$ cat config.mk
export PLATFORM = sky130hd
export DESIGN_NAME = wsat_write_same_xlate
export DESIGN_NICKNAME = d
export VERILOG_FILES = /design/src/hw/wsat_pkg.sv /design/src/hw/wsat_xlate.sv /design/src/hw/wsat_write_same_xlate.sv
export SDC_FILE = /design/constraint.sdc
export NUM_CORES = 2
export LEC_CHECK = 0
export BUFFER_PORTS_ARGS = -buffer_cell sky130_fd_sc_hd__buf_2
export CORE_MARGIN = 1
export CORE_UTILIZATION = 45
export DETAILED_ROUTE_END_ITERATION = 12
export GPL_TIMING_DRIVEN = 0
export PLACE_DENSITY = 0.63
export SLEW_MARGIN = 40
export SYNTH_ARGS = -nofsm -noshare
export SYNTH_HDL_FRONTEND = slang
export SYNTH_HIERARCHICAL = 1
export SYNTH_MEMORY_MAX_BITS = 65536
export SYNTH_SLANG_ARGS = --single-unit
$ cat constraint.sdc
create_clock -name clk -period 5.5 [get_ports clk]
set_input_delay 0.55 -clock clk [delete_from_list [all_inputs] [get_ports clk]]
set_output_delay 0.55 -clock clk [all_outputs]
set_load 0.01 [all_outputs]
$ cat src/hw/wsat_pkg.sv
// Shared constants and types for the replicate-block write and address translation logic.
// Assumes a byte-wide initiator data path and a byte-wide medium write stream.
package wsat_pkg;

	// Operation codes.
	localparam logic [7:0] OP_WRITE_SAME = 8'h41;
	localparam logic [7:0] OP_SEND_DIAG = 8'h1D;
	localparam logic [7:0] OP_RECV_DIAG = 8'h1C;

	// Command block byte positions and flag bits.
	localparam int CDB_OP_BYTE = 0;
	localparam int CDB_FLAG_BYTE = 1;
	localparam int CDB_LBA_BYTE = 2;
	localparam int CDB_COUNT_BYTE = 7;
	localparam int CDB_LEN_BYTE = 3;
	localparam int CDB_REL_BIT = 0;
	localparam int CDB_LB_BIT = 1;
	localparam int CDB_PB_BIT = 2;

	// Diagnostic page codes.
	localparam logic [7:0] PAGE_SUPPORTED = 8'h00;
	localparam logic [7:0] PAGE_XLATE = 8'h40;
	localparam logic [7:0] PAGE_VENDOR_LO = 8'h80;

	// Translation page layout.
	localparam int PG_CODE = 0;
	localparam int PG_LEN = 2;
	localparam int PG_SRC = 4;
	localparam int PG_DST = 5;
	localparam int PG_ADDR = 6;
	localparam int FLAG_RA_BIT = 7;
	localparam int FLAG_AS_BIT = 6;
	localparam int FLAG_AT_BIT = 5;
	localparam logic [15:0] XLATE_PAGE_LEN = 16'h000A;
	localparam logic [15:0] XLATE_PAGE_BYTES = 16'h000E;
	localparam logic [15:0] SUPP_PAGE_LEN = 16'h0002;
	localparam logic [15:0] SUPP_PAGE_BYTES = 16'h0006;

	// Address formats.
	localparam logic [2:0] FMT_LBA = 3'h0;
	localparam logic [2:0] FMT_BFI = 3'h4;
	localparam logic [2:0] FMT_PHYS = 3'h5;

	// Sense answers.
	localparam logic [3:0] SENSE_NONE = 4'h0;
	localparam logic [3:0] SENSE_ILLEGAL = 4'h5;
	localparam logic [7:0] ASC_NONE = 8'h00;
	localparam logic [7:0] ASC_BAD_OPCODE = 8'h20;
	localparam logic [7:0] ASC_LBA_RANGE = 8'h21;
	localparam logic [7:0] ASC_BAD_CDB = 8'h24;
	localparam logic [7:0] ASC_BAD_PARAM = 8'h26;

	// Block and geometry: one logical block per physical sector.
	localparam int BLK_IDX_W = 9;
	localparam logic [15:0] BLOCK_LAST = 16'h01FF;
	localparam int SECT_BITS = 6;
	localparam int HEAD_BITS = 4;
	localparam logic [23:0] ALT_CYL_START = 24'h00_0FF0;

	// Register map and reset values.
	localparam logic [7:0] REG_IRQ_STATUS = 8'h00;
	localparam logic [7:0] REG_IRQ_MASK = 8'h04;
	localparam logic [7:0] REG_CAPACITY = 8'h08;
	localparam logic [7:0] REG_SENSE = 8'h0C;
	localparam logic [7:0] REG_BLOCKS = 8'h10;
	localparam logic [31:0] CAPACITY_RST = 32'h0001_0000;
	localparam logic [1:0] IRQ_MASK_RST = 2'h0;
	localparam int IRQ_W = 2;
	localparam int IRQ_DONE = 0;
	localparam int IRQ_CHECK = 1;
	localparam logic [1:0] RESP_OKAY = 2'h0;
	localparam logic [1:0] RESP_SLVERR = 2'h2;

	typedef enum logic [2:0] {
		ST_IDLE,
		ST_WS_FILL,
		ST_WS_EMIT,
		ST_SD_FILL,
		ST_SD_CHECK,
		ST_RD_EMIT,
		ST_STATUS
	} wsat_state_e;

endpackage

$ cat src/hw/wsat_xlate.sv
// Combinational address translator between logical block and physical sector formats.
// Assumes a fixed geometry with power-of-two heads and sectors per track.
module wsat_xlate
	import wsat_pkg::*;
(
	// Request.
	input wire logic [2:0] srcFmt,
	input wire logic [2:0] dstFmt,
	input wire logic [63:0] addrIn,
	input wire logic [31:0] capacity,
	// Result.
	output logic [63:0] addrOut,
	output logic reservedArea,
	output logic altSector,
	output logic altTrack
);
	logic [31:0] lba;
	logic [23:0] cyl;
	logic outOfGeom;

	always_comb begin
		outOfGeom = 1'b0;
		if (srcFmt == FMT_PHYS) begin
			lba = {addrIn[61:40], addrIn[32 +: HEAD_BITS], addrIn[SECT_BITS-1:0]};
			outOfGeom = (addrIn[63:62] != 2'h0) || (addrIn[39:32+HEAD_BITS] != 4'h0) ||
				(addrIn[31:SECT_BITS] != 26'h000_0000);
		end else begin
			lba = addrIn[63:32];
		end
		cyl = {2'b00, lba[31:SECT_BITS+HEAD_BITS]};
		if (dstFmt == FMT_PHYS) begin
			addrOut = {cyl, 4'h0, lba[SECT_BITS +: HEAD_BITS], 26'h000_0000, lba[SECT_BITS-1:0]};
		end else begin
			addrOut = {lba, 32'h0000_0000};
		end
		// A block maps onto exactly one sector, so any part reserved means all of it.
		reservedArea = outOfGeom || (lba >= capacity);
		altSector = 1'b0;
		altTrack = (cyl >= ALT_CYL_START);
	end

endmodule

$ cat src/hw/wsat_write_same_xlate.sv
// Target-side interpreter for the replicate-block write and the address translation page.
// Assumes the bus phase logic delivers whole command blocks and byte streams with handshakes.
// Summary of operation
// - Take one block, write it repeatedly.
// - Logical stamp puts block address in four bytes.
// - Physical stamp puts sector address in eight bytes.
// - Both stamp flags set: illegal request check.
// - Count contiguous blocks; zero means through end.
// - Decode diagnostic page codes per defined ranges; code takes only 00h and 40h, vendor range rejected.
// - Unsupported source format: invalid parameter check.
// - Unsupported destination format: invalid parameter check.
// - Result returned only by later receive command.
// - Returned page carries code, length, formats, flags.
// - Reserved-area flag when any part reserved.
// - Alternate sector zero if unknown; track set.
// - Page length counts bytes after length field.
// - Return every result address of a mapping.
//
// Local design decisions: register access over AXI4-Lite and the placing of the registers.
module wsat_write_same_xlate (
	// Clock and reset.
	input wire logic clk,
	input wire logic rst,
	// Command block, byte 0 in the top bits.
	input wire logic cdbValid,
	input wire logic [79:0] cdbData,
	output logic cdbReady,
	// Data from the initiator.
	input wire logic [7:0] hostWrByte,
	input wire logic hostWrValid,
	output logic hostWrReady,
	// Data to the initiator.
	output logic [7:0] hostRdByte,
	output logic hostRdValid,
	output logic hostRdLast,
	input wire logic hostRdReady,
	// Medium write stream.
	output logic [7:0] medByte,
	output logic [31:0] medLba,
	output logic medLast,
	output logic medValid,
	input wire logic medReady,
	// Command completion.
	output logic statusValid,
	output logic statusCheck,
	output logic [3:0] senseKey,
	output logic [7:0] addSense,
	// AXI4-Lite register slave.
	input wire logic [7:0] s_axi_awaddr,
	input wire logic s_axi_awvalid,
	output logic s_axi_awready,
	input wire logic [31:0] s_axi_wdata,
	input wire logic [3:0] s_axi_wstrb,
	input wire logic s_axi_wvalid,
	output logic s_axi_wready,
	output logic [1:0] s_axi_bresp,
	output logic s_axi_bvalid,
	input wire logic s_axi_bready,
	input wire logic [7:0] s_axi_araddr,
	input wire logic s_axi_arvalid,
	output logic s_axi_arready,
	output logic [31:0] s_axi_rdata,
	output logic [1:0] s_axi_rresp,
	output logic s_axi_rvalid,
	input wire logic s_axi_rready,
	// Interrupt.
	output logic irq
);
	import wsat_pkg::*;

	wsat_state_e state_q;
	logic [15:0] byteIdx_q;
	logic [15:0] xferLen_q;
	logic [31:0] curLba_q;
	logic [31:0] remaining_q;
	logic stampLb_q;
	logic stampPb_q;
	logic emitDone_q;
	logic [7:0] pendPage_q;
	logic [2:0] resSrc_q;
	logic [2:0] resDst_q;
	logic [2:0] resFlags_q;
	logic [63:0] resAddr_q;
	logic [31:0] blocksWritten_q;
	logic statusCheck_q;
	logic [3:0] senseKey_q;
	logic [7:0] addSense_q;
	logic statusValid_q;
	logic [7:0] medByte_q;
	logic [31:0] medLba_q;
	logic medLast_q;
	logic medValid_q;
	logic [7:0] hostRdByte_q;
	logic hostRdValid_q;
	logic hostRdLast_q;
	logic [7:0] blockMem [2**BLK_IDX_W];
	logic [7:0] pageMem [XLATE_PAGE_BYTES];
	logic awPend_q;
	logic wPend_q;
	logic [7:0] awAddr_q;
	logic [31:0] wData_q;
	logic [3:0] wStrb_q;
	logic bvalid_q;
	logic [1:0] bresp_q;
	logic rvalid_q;
	logic [31:0] rdata_q;
	logic [1:0] rresp_q;
	logic [IRQ_W-1:0] irqStatus_q;
	logic [IRQ_W-1:0] irqMask_q;
	logic [31:0] capacity_q;

	function automatic logic [7:0] vecByte(input logic [79:0] v, input int n);
		return v[79-8*n -: 8];
	endfunction

	function automatic logic [7:0] addrByte(input logic [63:0] a, input int n);
		return a[63-8*n -: 8];
	endfunction

	function automatic logic fmtOk(input logic [2:0] f);
		return (f == FMT_LBA) || (f == FMT_PHYS);
	endfunction

	function automatic logic regHit(input logic [7:0] a);
		return (a == REG_IRQ_STATUS) || (a == REG_IRQ_MASK) || (a == REG_CAPACITY) ||
			(a == REG_SENSE) || (a == REG_BLOCKS);
	endfunction

	function automatic logic [31:0] strbMerge(input logic [31:0] old, input logic [31:0] nw,
			input logic [3:0] strb);
		logic [31:0] r;
		r = old;
		for (int i = 0; i < 4; i++) begin
			if (strb[i]) begin
				r[8*i +: 8] = nw[8*i +: 8];
			end
		end
		return r;
	endfunction

	// Command block fields, most significant byte first.
	logic [7:0] cmdOp;
	logic [7:0] cmdFlags;
	logic [31:0] cmdLba;
	logic [15:0] cmdCount;
	logic [15:0] cmdLen;
	logic [31:0] spaceLeft;

	assign cmdOp = vecByte(cdbData, CDB_OP_BYTE);
	assign cmdFlags = vecByte(cdbData, CDB_FLAG_BYTE);
	assign cmdLba = {vecByte(cdbData, CDB_LBA_BYTE), vecByte(cdbData, CDB_LBA_BYTE + 1),
		vecByte(cdbData, CDB_LBA_BYTE + 2), vecByte(cdbData, CDB_LBA_BYTE + 3)};
	assign cmdCount = {vecByte(cdbData, CDB_COUNT_BYTE), vecByte(cdbData, CDB_COUNT_BYTE + 1)};
	assign cmdLen = {vecByte(cdbData, CDB_LEN_BYTE), vecByte(cdbData, CDB_LEN_BYTE + 1)};
	assign spaceLeft = capacity_q - cmdLba;

	// Stored outbound page fields.
	logic [7:0] pgCode;
	logic [15:0] pgLen;
	logic [2:0] pgSrc;
	logic [2:0] pgDst;
	logic [63:0] pgAddr;

	assign pgCode = pageMem[PG_CODE];
	assign pgLen = {pageMem[PG_LEN], pageMem[PG_LEN+1]};
	assign pgSrc = pageMem[PG_SRC][2:0];
	assign pgDst = pageMem[PG_DST][2:0];
	assign pgAddr = {pageMem[PG_ADDR], pageMem[PG_ADDR+1], pageMem[PG_ADDR+2],
		pageMem[PG_ADDR+3], pageMem[PG_ADDR+4], pageMem[PG_ADDR+5], pageMem[PG_ADDR+6],
		pageMem[PG_ADDR+7]};

	// The translator serves the sector stamp while replicating and the page otherwise.
	logic wsActive;
	logic [2:0] xlSrc;
	logic [2:0] xlDst;
	logic [63:0] xlIn;
	logic [63:0] xlOut;
	logic xlReserved;
	logic xlAltSec;
	logic xlAltTrk;

	assign wsActive = (state_q == ST_WS_EMIT);
	assign xlSrc = wsActive ? FMT_LBA : pgSrc;
	assign xlDst = wsActive ? FMT_PHYS : pgDst;
	assign xlIn = wsActive ? {curLba_q, 32'h0000_0000} : pgAddr;

	wsat_xlate xlate (
		.srcFmt(xlSrc),
		.dstFmt(xlDst),
		.addrIn(xlIn),
		.capacity(capacity_q),
		.addrOut(xlOut),
		.reservedArea(xlReserved),
		.altSector(xlAltSec),
		.altTrack(xlAltTrk)
	);

	// Byte sent to the medium: the held block, optionally stamped.
	logic [7:0] stampByte;

	always_comb begin
		stampByte = blockMem[byteIdx_q[BLK_IDX_W-1:0]];
		if (stampPb_q && (byteIdx_q < 16'h0008)) begin
			stampByte = addrByte(xlOut, int'(byteIdx_q[2:0]));
		end else if (stampLb_q && (byteIdx_q < 16'h0004)) begin
			stampByte = addrByte({curLba_q, 32'h0000_0000}, int'(byteIdx_q[1:0]));
		end
	end

	// Byte of the page returned to the initiator.
	logic [7:0] pageByte;

	always_comb begin
		pageByte = 8'h00;
		if (pendPage_q == PAGE_XLATE) begin
			unique case (byteIdx_q)
				16'h0000: pageByte = PAGE_XLATE;
				16'h0002: pageByte = XLATE_PAGE_LEN[15:8];
				16'h0003: pageByte = XLATE_PAGE_LEN[7:0];
				16'h0004: pageByte = {5'h00, resSrc_q};
				16'h0005: pageByte = {resFlags_q, 2'b00, resDst_q};
				default: begin
					if (byteIdx_q >= 16'(PG_ADDR)) begin
						pageByte = addrByte(resAddr_q, int'(byteIdx_q[2:0] - 3'(PG_ADDR)));
					end
				end
			endcase
		end else begin
			unique case (byteIdx_q)
				16'h0003: pageByte = SUPP_PAGE_LEN[7:0];
				16'h0005: pageByte = PAGE_XLATE;
				default: pageByte = 8'h00;
			endcase
		end
	end

	logic medLoad;
	logic rdLoad;

	assign medLoad = !medValid_q || medReady;
	assign rdLoad = !hostRdValid_q || hostRdReady;
	assign cdbReady = (state_q == ST_IDLE);
	assign hostWrReady = (state_q == ST_WS_FILL) || (state_q == ST_SD_FILL);

	task automatic finish(input logic chk, input logic [3:0] key, input logic [7:0] asc);
		statusCheck_q <= chk;
		senseKey_q <= key;
		addSense_q <= asc;
		state_q <= ST_STATUS;
	endtask

	// Command sequencing and data movement.
	always_ff @(posedge clk) begin
		if (rst) begin
			state_q <= ST_IDLE;
			byteIdx_q <= 16'h0000;
			xferLen_q <= 16'h0000;
			curLba_q <= 32'h0000_0000;
			remaining_q <= 32'h0000_0000;
			stampLb_q <= 1'b0;
			stampPb_q <= 1'b0;
			emitDone_q <= 1'b0;
			pendPage_q <= PAGE_SUPPORTED;
			resSrc_q <= FMT_LBA;
			resDst_q <= FMT_LBA;
			resFlags_q <= 3'h0;
			resAddr_q <= 64'h0000_0000_0000_0000;
			blocksWritten_q <= 32'h0000_0000;
			statusCheck_q <= 1'b0;
			senseKey_q <= SENSE_NONE;
			addSense_q <= ASC_NONE;
			statusValid_q <= 1'b0;
			medByte_q <= 8'h00;
			medLba_q <= 32'h0000_0000;
			medLast_q <= 1'b0;
			medValid_q <= 1'b0;
			hostRdByte_q <= 8'h00;
			hostRdValid_q <= 1'b0;
			hostRdLast_q <= 1'b0;
		end else begin
			statusValid_q <= (state_q == ST_STATUS);
			unique case (state_q)
				ST_IDLE: begin
					byteIdx_q <= 16'h0000;
					emitDone_q <= 1'b0;
					if (cdbValid) begin
						unique case (cmdOp)
							OP_WRITE_SAME: begin
								stampLb_q <= cmdFlags[CDB_LB_BIT];
								stampPb_q <= cmdFlags[CDB_PB_BIT];
								curLba_q <= cmdLba;
								if (cmdFlags[CDB_LB_BIT] && cmdFlags[CDB_PB_BIT]) begin
									finish(1'b1, SENSE_ILLEGAL, ASC_BAD_CDB);
								end else if (cmdFlags[CDB_REL_BIT]) begin
									finish(1'b1, SENSE_ILLEGAL, ASC_BAD_CDB);
								end else if ((cmdLba >= capacity_q) ||
										({16'h0000, cmdCount} > spaceLeft)) begin
									finish(1'b1, SENSE_ILLEGAL, ASC_LBA_RANGE);
								end else begin
									remaining_q <= (cmdCount == 16'h0000) ? spaceLeft :
										{16'h0000, cmdCount};
									state_q <= ST_WS_FILL;
								end
							end
							OP_SEND_DIAG: begin
								xferLen_q <= cmdLen;
								if (cmdLen == 16'h0000) begin
									finish(1'b0, SENSE_NONE, ASC_NONE);
								end else begin
									state_q <= ST_SD_FILL;
								end
							end
							OP_RECV_DIAG: begin
								if (pendPage_q == PAGE_XLATE) begin
									xferLen_q <= (cmdLen < XLATE_PAGE_BYTES) ? cmdLen :
										XLATE_PAGE_BYTES;
								end else begin
									xferLen_q <= (cmdLen < SUPP_PAGE_BYTES) ? cmdLen :
										SUPP_PAGE_BYTES;
								end
								if (cmdLen == 16'h0000) begin
									finish(1'b0, SENSE_NONE, ASC_NONE);
								end else begin
									state_q <= ST_RD_EMIT;
								end
							end
							default: finish(1'b1, SENSE_ILLEGAL, ASC_BAD_OPCODE);
						endcase
					end
				end
				ST_WS_FILL: begin
					if (hostWrValid) begin
						if (byteIdx_q == BLOCK_LAST) begin
							byteIdx_q <= 16'h0000;
							state_q <= ST_WS_EMIT;
						end else begin
							byteIdx_q <= byteIdx_q + 16'h0001;
						end
					end
				end
				ST_WS_EMIT: begin
					if (medLoad) begin
						if (!emitDone_q) begin
							medValid_q <= 1'b1;
							medByte_q <= stampByte;
							medLba_q <= curLba_q;
							medLast_q <= (byteIdx_q == BLOCK_LAST);
							if (byteIdx_q == BLOCK_LAST) begin
								byteIdx_q <= 16'h0000;
								curLba_q <= curLba_q + 32'h0000_0001;
								remaining_q <= remaining_q - 32'h0000_0001;
								blocksWritten_q <= blocksWritten_q + 32'h0000_0001;
								emitDone_q <= (remaining_q == 32'h0000_0001);
							end else begin
								byteIdx_q <= byteIdx_q + 16'h0001;
							end
						end else begin
							medValid_q <= 1'b0;
							finish(1'b0, SENSE_NONE, ASC_NONE);
						end
					end
				end
				ST_SD_FILL: begin
					if (hostWrValid) begin
						byteIdx_q <= byteIdx_q + 16'h0001;
						if (byteIdx_q == xferLen_q - 16'h0001) begin
							state_q <= ST_SD_CHECK;
						end
					end
				end
				ST_SD_CHECK: begin
					if (pgCode == PAGE_SUPPORTED) begin
						pendPage_q <= PAGE_SUPPORTED;
						finish(1'b0, SENSE_NONE, ASC_NONE);
					end else if (pgCode != PAGE_XLATE || xferLen_q < XLATE_PAGE_BYTES ||
							pgLen != XLATE_PAGE_LEN) begin
						finish(1'b1, SENSE_ILLEGAL, ASC_BAD_PARAM);
					end else if (!fmtOk(pgSrc)) begin
						finish(1'b1, SENSE_ILLEGAL, ASC_BAD_PARAM);
					end else if (!fmtOk(pgDst)) begin
						finish(1'b1, SENSE_ILLEGAL, ASC_BAD_PARAM);
					end else begin
						pendPage_q <= PAGE_XLATE;
						resSrc_q <= pgSrc;
						resDst_q <= pgDst;
						resAddr_q <= xlOut;
						resFlags_q <= {xlReserved, xlAltSec, xlAltTrk};
						finish(1'b0, SENSE_NONE, ASC_NONE);
					end
				end
				ST_RD_EMIT: begin
					if (rdLoad) begin
						if (!emitDone_q) begin
							hostRdValid_q <= 1'b1;
							hostRdByte_q <= pageByte;
							hostRdLast_q <= (byteIdx_q == xferLen_q - 16'h0001);
							byteIdx_q <= byteIdx_q + 16'h0001;
							emitDone_q <= (byteIdx_q == xferLen_q - 16'h0001);
						end else begin
							hostRdValid_q <= 1'b0;
							hostRdLast_q <= 1'b0;
							finish(1'b0, SENSE_NONE, ASC_NONE);
						end
					end
				end
				ST_STATUS: state_q <= ST_IDLE;
			endcase
		end
	end

	// Block and page buffers.
	always_ff @(posedge clk) begin
		if (state_q == ST_WS_FILL && hostWrValid) begin
			blockMem[byteIdx_q[BLK_IDX_W-1:0]] <= hostWrByte;
		end
		if (state_q == ST_SD_FILL && hostWrValid && byteIdx_q < XLATE_PAGE_BYTES) begin
			pageMem[byteIdx_q[3:0]] <= hostWrByte;
		end
	end

	// Register slave.
	logic doWrite;
	logic [31:0] readMux;

	assign doWrite = awPend_q && wPend_q && !bvalid_q;

	always_comb begin
		unique case (s_axi_araddr)
			REG_IRQ_STATUS: readMux = {30'h0000_0000, irqStatus_q};
			REG_IRQ_MASK: readMux = {30'h0000_0000, irqMask_q};
			REG_CAPACITY: readMux = capacity_q;
			REG_SENSE: readMux = {19'h0_0000, statusCheck_q, senseKey_q, addSense_q};
			REG_BLOCKS: readMux = blocksWritten_q;
			default: readMux = 32'h0000_0000;
		endcase
	end

	always_ff @(posedge clk) begin
		if (rst) begin
			awPend_q <= 1'b0;
			wPend_q <= 1'b0;
			awAddr_q <= 8'h00;
			wData_q <= 32'h0000_0000;
			wStrb_q <= 4'h0;
			bvalid_q <= 1'b0;
			bresp_q <= RESP_OKAY;
			rvalid_q <= 1'b0;
			rdata_q <= 32'h0000_0000;
			rresp_q <= RESP_OKAY;
			irqMask_q <= IRQ_MASK_RST;
			capacity_q <= CAPACITY_RST;
		end else begin
			if (s_axi_awvalid && !awPend_q) begin
				awPend_q <= 1'b1;
				awAddr_q <= s_axi_awaddr;
			end
			if (s_axi_wvalid && !wPend_q) begin
				wPend_q <= 1'b1;
				wData_q <= s_axi_wdata;
				wStrb_q <= s_axi_wstrb;
			end
			if (doWrite) begin
				awPend_q <= 1'b0;
				wPend_q <= 1'b0;
				bvalid_q <= 1'b1;
				bresp_q <= regHit(awAddr_q) ? RESP_OKAY : RESP_SLVERR;
				if (awAddr_q == REG_IRQ_MASK && wStrb_q[0]) begin
					irqMask_q <= wData_q[IRQ_W-1:0];
				end
				if (awAddr_q == REG_CAPACITY) begin
					capacity_q <= strbMerge(capacity_q, wData_q, wStrb_q);
				end
			end else if (bvalid_q && s_axi_bready) begin
				bvalid_q <= 1'b0;
			end
			if (s_axi_arvalid && !rvalid_q) begin
				rvalid_q <= 1'b1;
				rdata_q <= readMux;
				rresp_q <= regHit(s_axi_araddr) ? RESP_OKAY : RESP_SLVERR;
			end else if (rvalid_q && s_axi_rready) begin
				rvalid_q <= 1'b0;
			end
		end
	end

	// Sticky completion events; a new event wins over a clear in the same cycle.
	logic [IRQ_W-1:0] irqSet;
	logic [IRQ_W-1:0] irqClr;

	assign irqSet = {statusValid_q && statusCheck_q, statusValid_q};
	assign irqClr = (doWrite && awAddr_q == REG_IRQ_STATUS && wStrb_q[0]) ?
		wData_q[IRQ_W-1:0] : 2'h0;

	always_ff @(posedge clk) begin
		if (rst) begin
			irqStatus_q <= 2'h0;
		end else begin
			irqStatus_q <= (irqStatus_q & ~irqClr) | irqSet;
		end
	end

	assign irq = |(irqStatus_q & irqMask_q);
	assign s_axi_awready = !awPend_q;
	assign s_axi_wready = !wPend_q;
	assign s_axi_bvalid = bvalid_q;
	assign s_axi_bresp = bresp_q;
	assign s_axi_arready = !rvalid_q;
	assign s_axi_rvalid = rvalid_q;
	assign s_axi_rdata = rdata_q;
	assign s_axi_rresp = rresp_q;
	assign statusValid = statusValid_q;
	assign statusCheck = statusCheck_q;
	assign senseKey = senseKey_q;
	assign addSense = addSense_q;
	assign medByte = medByte_q;
	assign medLba = medLba_q;
	assign medLast = medLast_q;
	assign medValid = medValid_q;
	assign hostRdByte = hostRdByte_q;
	assign hostRdValid = hostRdValid_q;
	assign hostRdLast = hostRdLast_q;

endmodule

==> insert_results.sql <==
INSERT INTO impl_metrics (metric_group, metric, value, unit) VALUES
('grt', 'total_congestion_overflow', '0', ''),
('synthesis', 'ranking_of_synthesized_cells_by_area', 'edfxtp_1 (68%), mux4_2 (17%), dfxtp_1 (4.3%), nor2_1 (1.8%), nand2_1 (1.3%)', ''),
('worst_setup_path', 'cp.buffers_inverters', '4', ''),
('power_and_ir_drop', 'static_leakage', '66.0', 'nW'),
('grt', 'grt_pass1_wl', '790000', 'um'),
('grt', 'grt_start_max_net_pins', '109', ''),
('sta', 'setup_viol', '1', ''),
('worst_setup_path', 'crit_family', 'buffers and inverters', ''),
('worst_setup_path', 'critical-path-max-stage-delay', '0.66', 'ns'),
('synthesis', 'yosys.cell_count.top_type', 'edfxtp_1', ''),
('synthesis', 'synth_seq_cells', '4583', ''),
('grt', 'groute.usage.overall', '27.3', '%'),
('placed_design', 'gpl.final_weighted_congestion', '0.969', ''),
('worst_setup_path', 'cp_slowest_cell', 'nor4_2', ''),
('synthesis', 'synth_seq_area_share', '72.5', '%'),
('synthesis', 'multiplexer_share_of_the_synthesized_area', '17.4', '%'),
('worst_setup_path', 'timing_worst_setup_path_type', 'reg -> reg', ''),
('run_status', 'outcome', 'complete, but fails checks', ''),
('cts', 'clock_latency', '1.02', 'ns'),
('synthesis', 'yosysTopAreaCellShare', '68.3', '%'),
('synthesis', 'ys_top_cells_by_count', 'edfxtp_1 (4190), mux4_2 (1360), nor2_1 (862)', ''),
('power_and_ir_drop', 'totalPowerFinal', '87.2', 'mW'),
('routing', 'detail_route_met2_wl', '268000', 'um'),
('synthesis', 'yosys.area_share.xor_xnor', '0.404', '%'),
('routing', 'routed_wire_length_per_instance', '34.5', 'um'),
('synthesis', 'share_of_synthesized_cell_area_in_and_or_nand_and_nor_gates', '4.54', '%'),
('layout', 'area.growth.synth_to_final', '15.0', '%'),
('synthesis', 'synthesis.area', '0.184', 'sq mm'),
('synthesis', 'synth_top_area_cell', 'edfxtp_1', ''),
('placed_design', 'i_o_buffers', '230', ''),
('sta', 'final-hold-violation-count', '0', ''),
('worst_setup_path', 'crit-reg2reg-capture', 'medByte[3]', ''),
('synthesis', 'ys_types', '94', ''),
('run', 'drv.max_cap_violation_count', '0', ''),
('cts', 'cts-buffers-inserted', '455', ''),
('min_path', 'timing.hold.worst.class', 'in -> reg', ''),
('routing', 'met1_length', '212000', 'um'),
('synthesis', 'synthCells', '9787', ''),
('sta', 'final_report_max_slew_violation_count', '0', ''),
('worst_setup_path', 'worstPathArrival', '6.37', 'ns'),
('floorplan', 'die_area', '0.412', 'sq mm'),
('cts', 'clkTransAtPathRegs', '0.06', 'ns'),
('routing', 'routed-via-count', '102000', ''),
('layout', 'nFillCells', '32100', ''),
('cts', 'clk_root_buffer_cell', 'clkbuf_16', ''),
('synthesis', 'synth_adder_area_share', '0.622', '%'),
('layout', 'final_layout_size_suffix_gt1_share', '27.3', '%'),
('layout', 'design.final.nets', '10900', ''),
('floorplan', 'die_width', '642', 'um'),
('routing', 'detail_route.vias_per_cell', '6.18', ''),
('power_and_ir_drop', 'power.density', '412', 'mW/mm^2'),
('worst_setup_path', 'timing.critical_path.cells', 'buf_4 -> clkbuf_1 -> buf_2 -> clkbuf_1 -> mux4_2 -> mux4_2 -> mux2i_1 -> a21oi_1 -> a21oi_1 -> nor2_1 -> nor4_2 -> a2111oi_0', ''),
('cts', 'cts.sinks', '4583', ''),
('routing', 'drt-pass1-iter-count', '6', ''),
('synthesis', 'number_of_enable_flip_flop_cells_after_synthesis', '4190', ''),
('routing', 'first_iter_violations', '13300', ''),
('grt', 'vias_in_the_first_global_route', '102000', ''),
('worst_setup_path', 'path_max_fanout', '10', ''),
('sta', 'worst_slack', '-0.0118', 'ns'),
('run_status', 'failing_checks', 'setup timing', ''),
('min_path', 'worstHoldStart', 'hostWrByte[0]', ''),
('floorplan', 'std_cell_rows', '234', ''),
('floorplan', 'io_pins', '261', ''),
('min_path', 'worst_hold_path.num_cells', '1', ''),
('worst_setup_path', 'cp-end-kind', 'register', ''),
('worst_setup_path', 'worst-r2r-cell-count', '12', ''),
('routing', 'routed_wire_length_on_met3', '55600', 'um'),
('grt', 'number_of_antenna_violations_at_the_first_check_in_global_routing', '24', ''),
('cts', 'clock_path_buffers', '4', ''),
('routing', 'final_ant_viol_nets', '0', ''),
('sta', 'timing.slew.headroom', '37.3', '%');
-- sequential cells by signal (all words and copies together) (netlist names), 4 cells and up, named ones only --
register         flops
addSense             4
awAddr_q             8
blockMem          4096
blocksWritten_q     32
byteIdx_q           16
capacity_q          32
curLba_q            32
hostRdByte           8
medByte              8
medLba              32
pageMem             94
remaining_q         32
resAddr_q           64
s_axi_rdata         32
wData_q             32
wStrb_q              4
xferLen_q           16
-- report_power, final --
part / total, mW / switching (mW) / internal [mW]
clock: 31.2 / 13.6 / 17.7
sequential: 38.1 / 0.103 / 38.0
combinational: 17.8 / 10.4 / 7.38
total: 87.2 / 24.1 / 63.1
-- cells by family after synthesis --
group / after synthesis
other cells: 2
fa+ha+maj: 91
mux: 1503
buf+inv: 784
compound gates: 800
simple gates: 1939
flops: 4583
xor+xnor: 85
-- stage by stage --
step	setup TNS (ns)	cells	setup WS, ns	area [sq um]	hold slack, ns
5_1_grt	-0.0625	16500	-0.0239	212000	0.0521
3_3_place_gp	-	15500	-3.82	192000	0.437
6_report	-0.0118	16500	-0.0118	212000	0.0465
2_1_floorplan	0	9820	0.898	184000	0.427
4_1_cts	0	16500	0.0224	212000	0.00263
3_5_place_dp	-38.60	15600	-1.05	196000	0.442
-- metal layers --
metal  up-vias  global-route usage (%)
met1     53900                    35.6
met3      1198                    5.68
met2      5671                    43.5
met4        14                    13.8
li1      41300                       -
met5         -                       0
-- placed cells by master, fill, tap and decap left out, types with 48 or more instances in the layout --
cell	count
a21oi_1	358
a22oi_1	69
and2_1	60
and3_1	48
buf_16	79
buf_2	365
buf_4	77
clkbuf_1	305
clkbuf_16	462
clkbuf_2	137
clkinv_1	90
clkinv_2	101
dfxtp_1	386
dlygate4sd3_1	82
edfxtp_1	4190
ha_1	89
inv_1	154
mux2i_1	138
mux4_2	1360
nand2_1	634
nand3_1	48
nor2_1	684
nor2_2	177
nor3_1	72
o21ai_0	120
-- worst register-to-register path, stage by stage, from the launching register on --
cell       delay (ns)
dfxtp_1          0.32
buf_4            0.40
clkbuf_1         0.56
buf_2            0.59
clkbuf_1         0.53
mux4_2           0.40
mux4_2           0.52
mux2i_1          0.45
a21oi_1          0.13
a21oi_1          0.50
nor2_1           0.15
nor4_2           0.66
a2111oi_0        0.16
-- timing repair --
action,4_1_cts,5_1_grt
setup endpoints to repair,49,46
resized for setup,57,22
pin swaps,1,3
hold buffers,82,0
hold endpoints to repair,181,0
setup buffers,2,0
-- cell type report --
| class | count | area (sq um) | share of cell area, % |
|---|---|---|---|
| plain buffers | 625 | 3130 | 1.48 |
| diodes | 9 | 22.5 | 0.0106 |
| clock buffers | 549 | 11900 | 5.64 |
| well taps | 5428 | 6790 | 3.21 |
| flip-flops and latches | 4583 | 134000 | 63.1 |
| multi-input cells | 4453 | 48200 | 22.7 |
| inverters | 156 | 586 | 0.276 |
| repair buffers | 418 | 4550 | 2.15 |
| clock inverters | 295 | 2960 | 1.40 |
-- how the worst max path moves through the flow --
stage | end | depth (start not counted) | slack (ns)
3_5_place_dp | resFlags_q[2] | 19 | -1.05
3_3_place_gp | blockMem[446][2] | 1 | -3.82
4_1_cts | medByte[3] | 10 | 0.02
5_1_grt | remaining_q[0] | 21 | -0.02
2_1_floorplan | remaining_q[22] | 22 | 0.90
6_report | medByte[3] | 12 | -0.01
No activity file was read; power rests on OpenSTA's default activity.
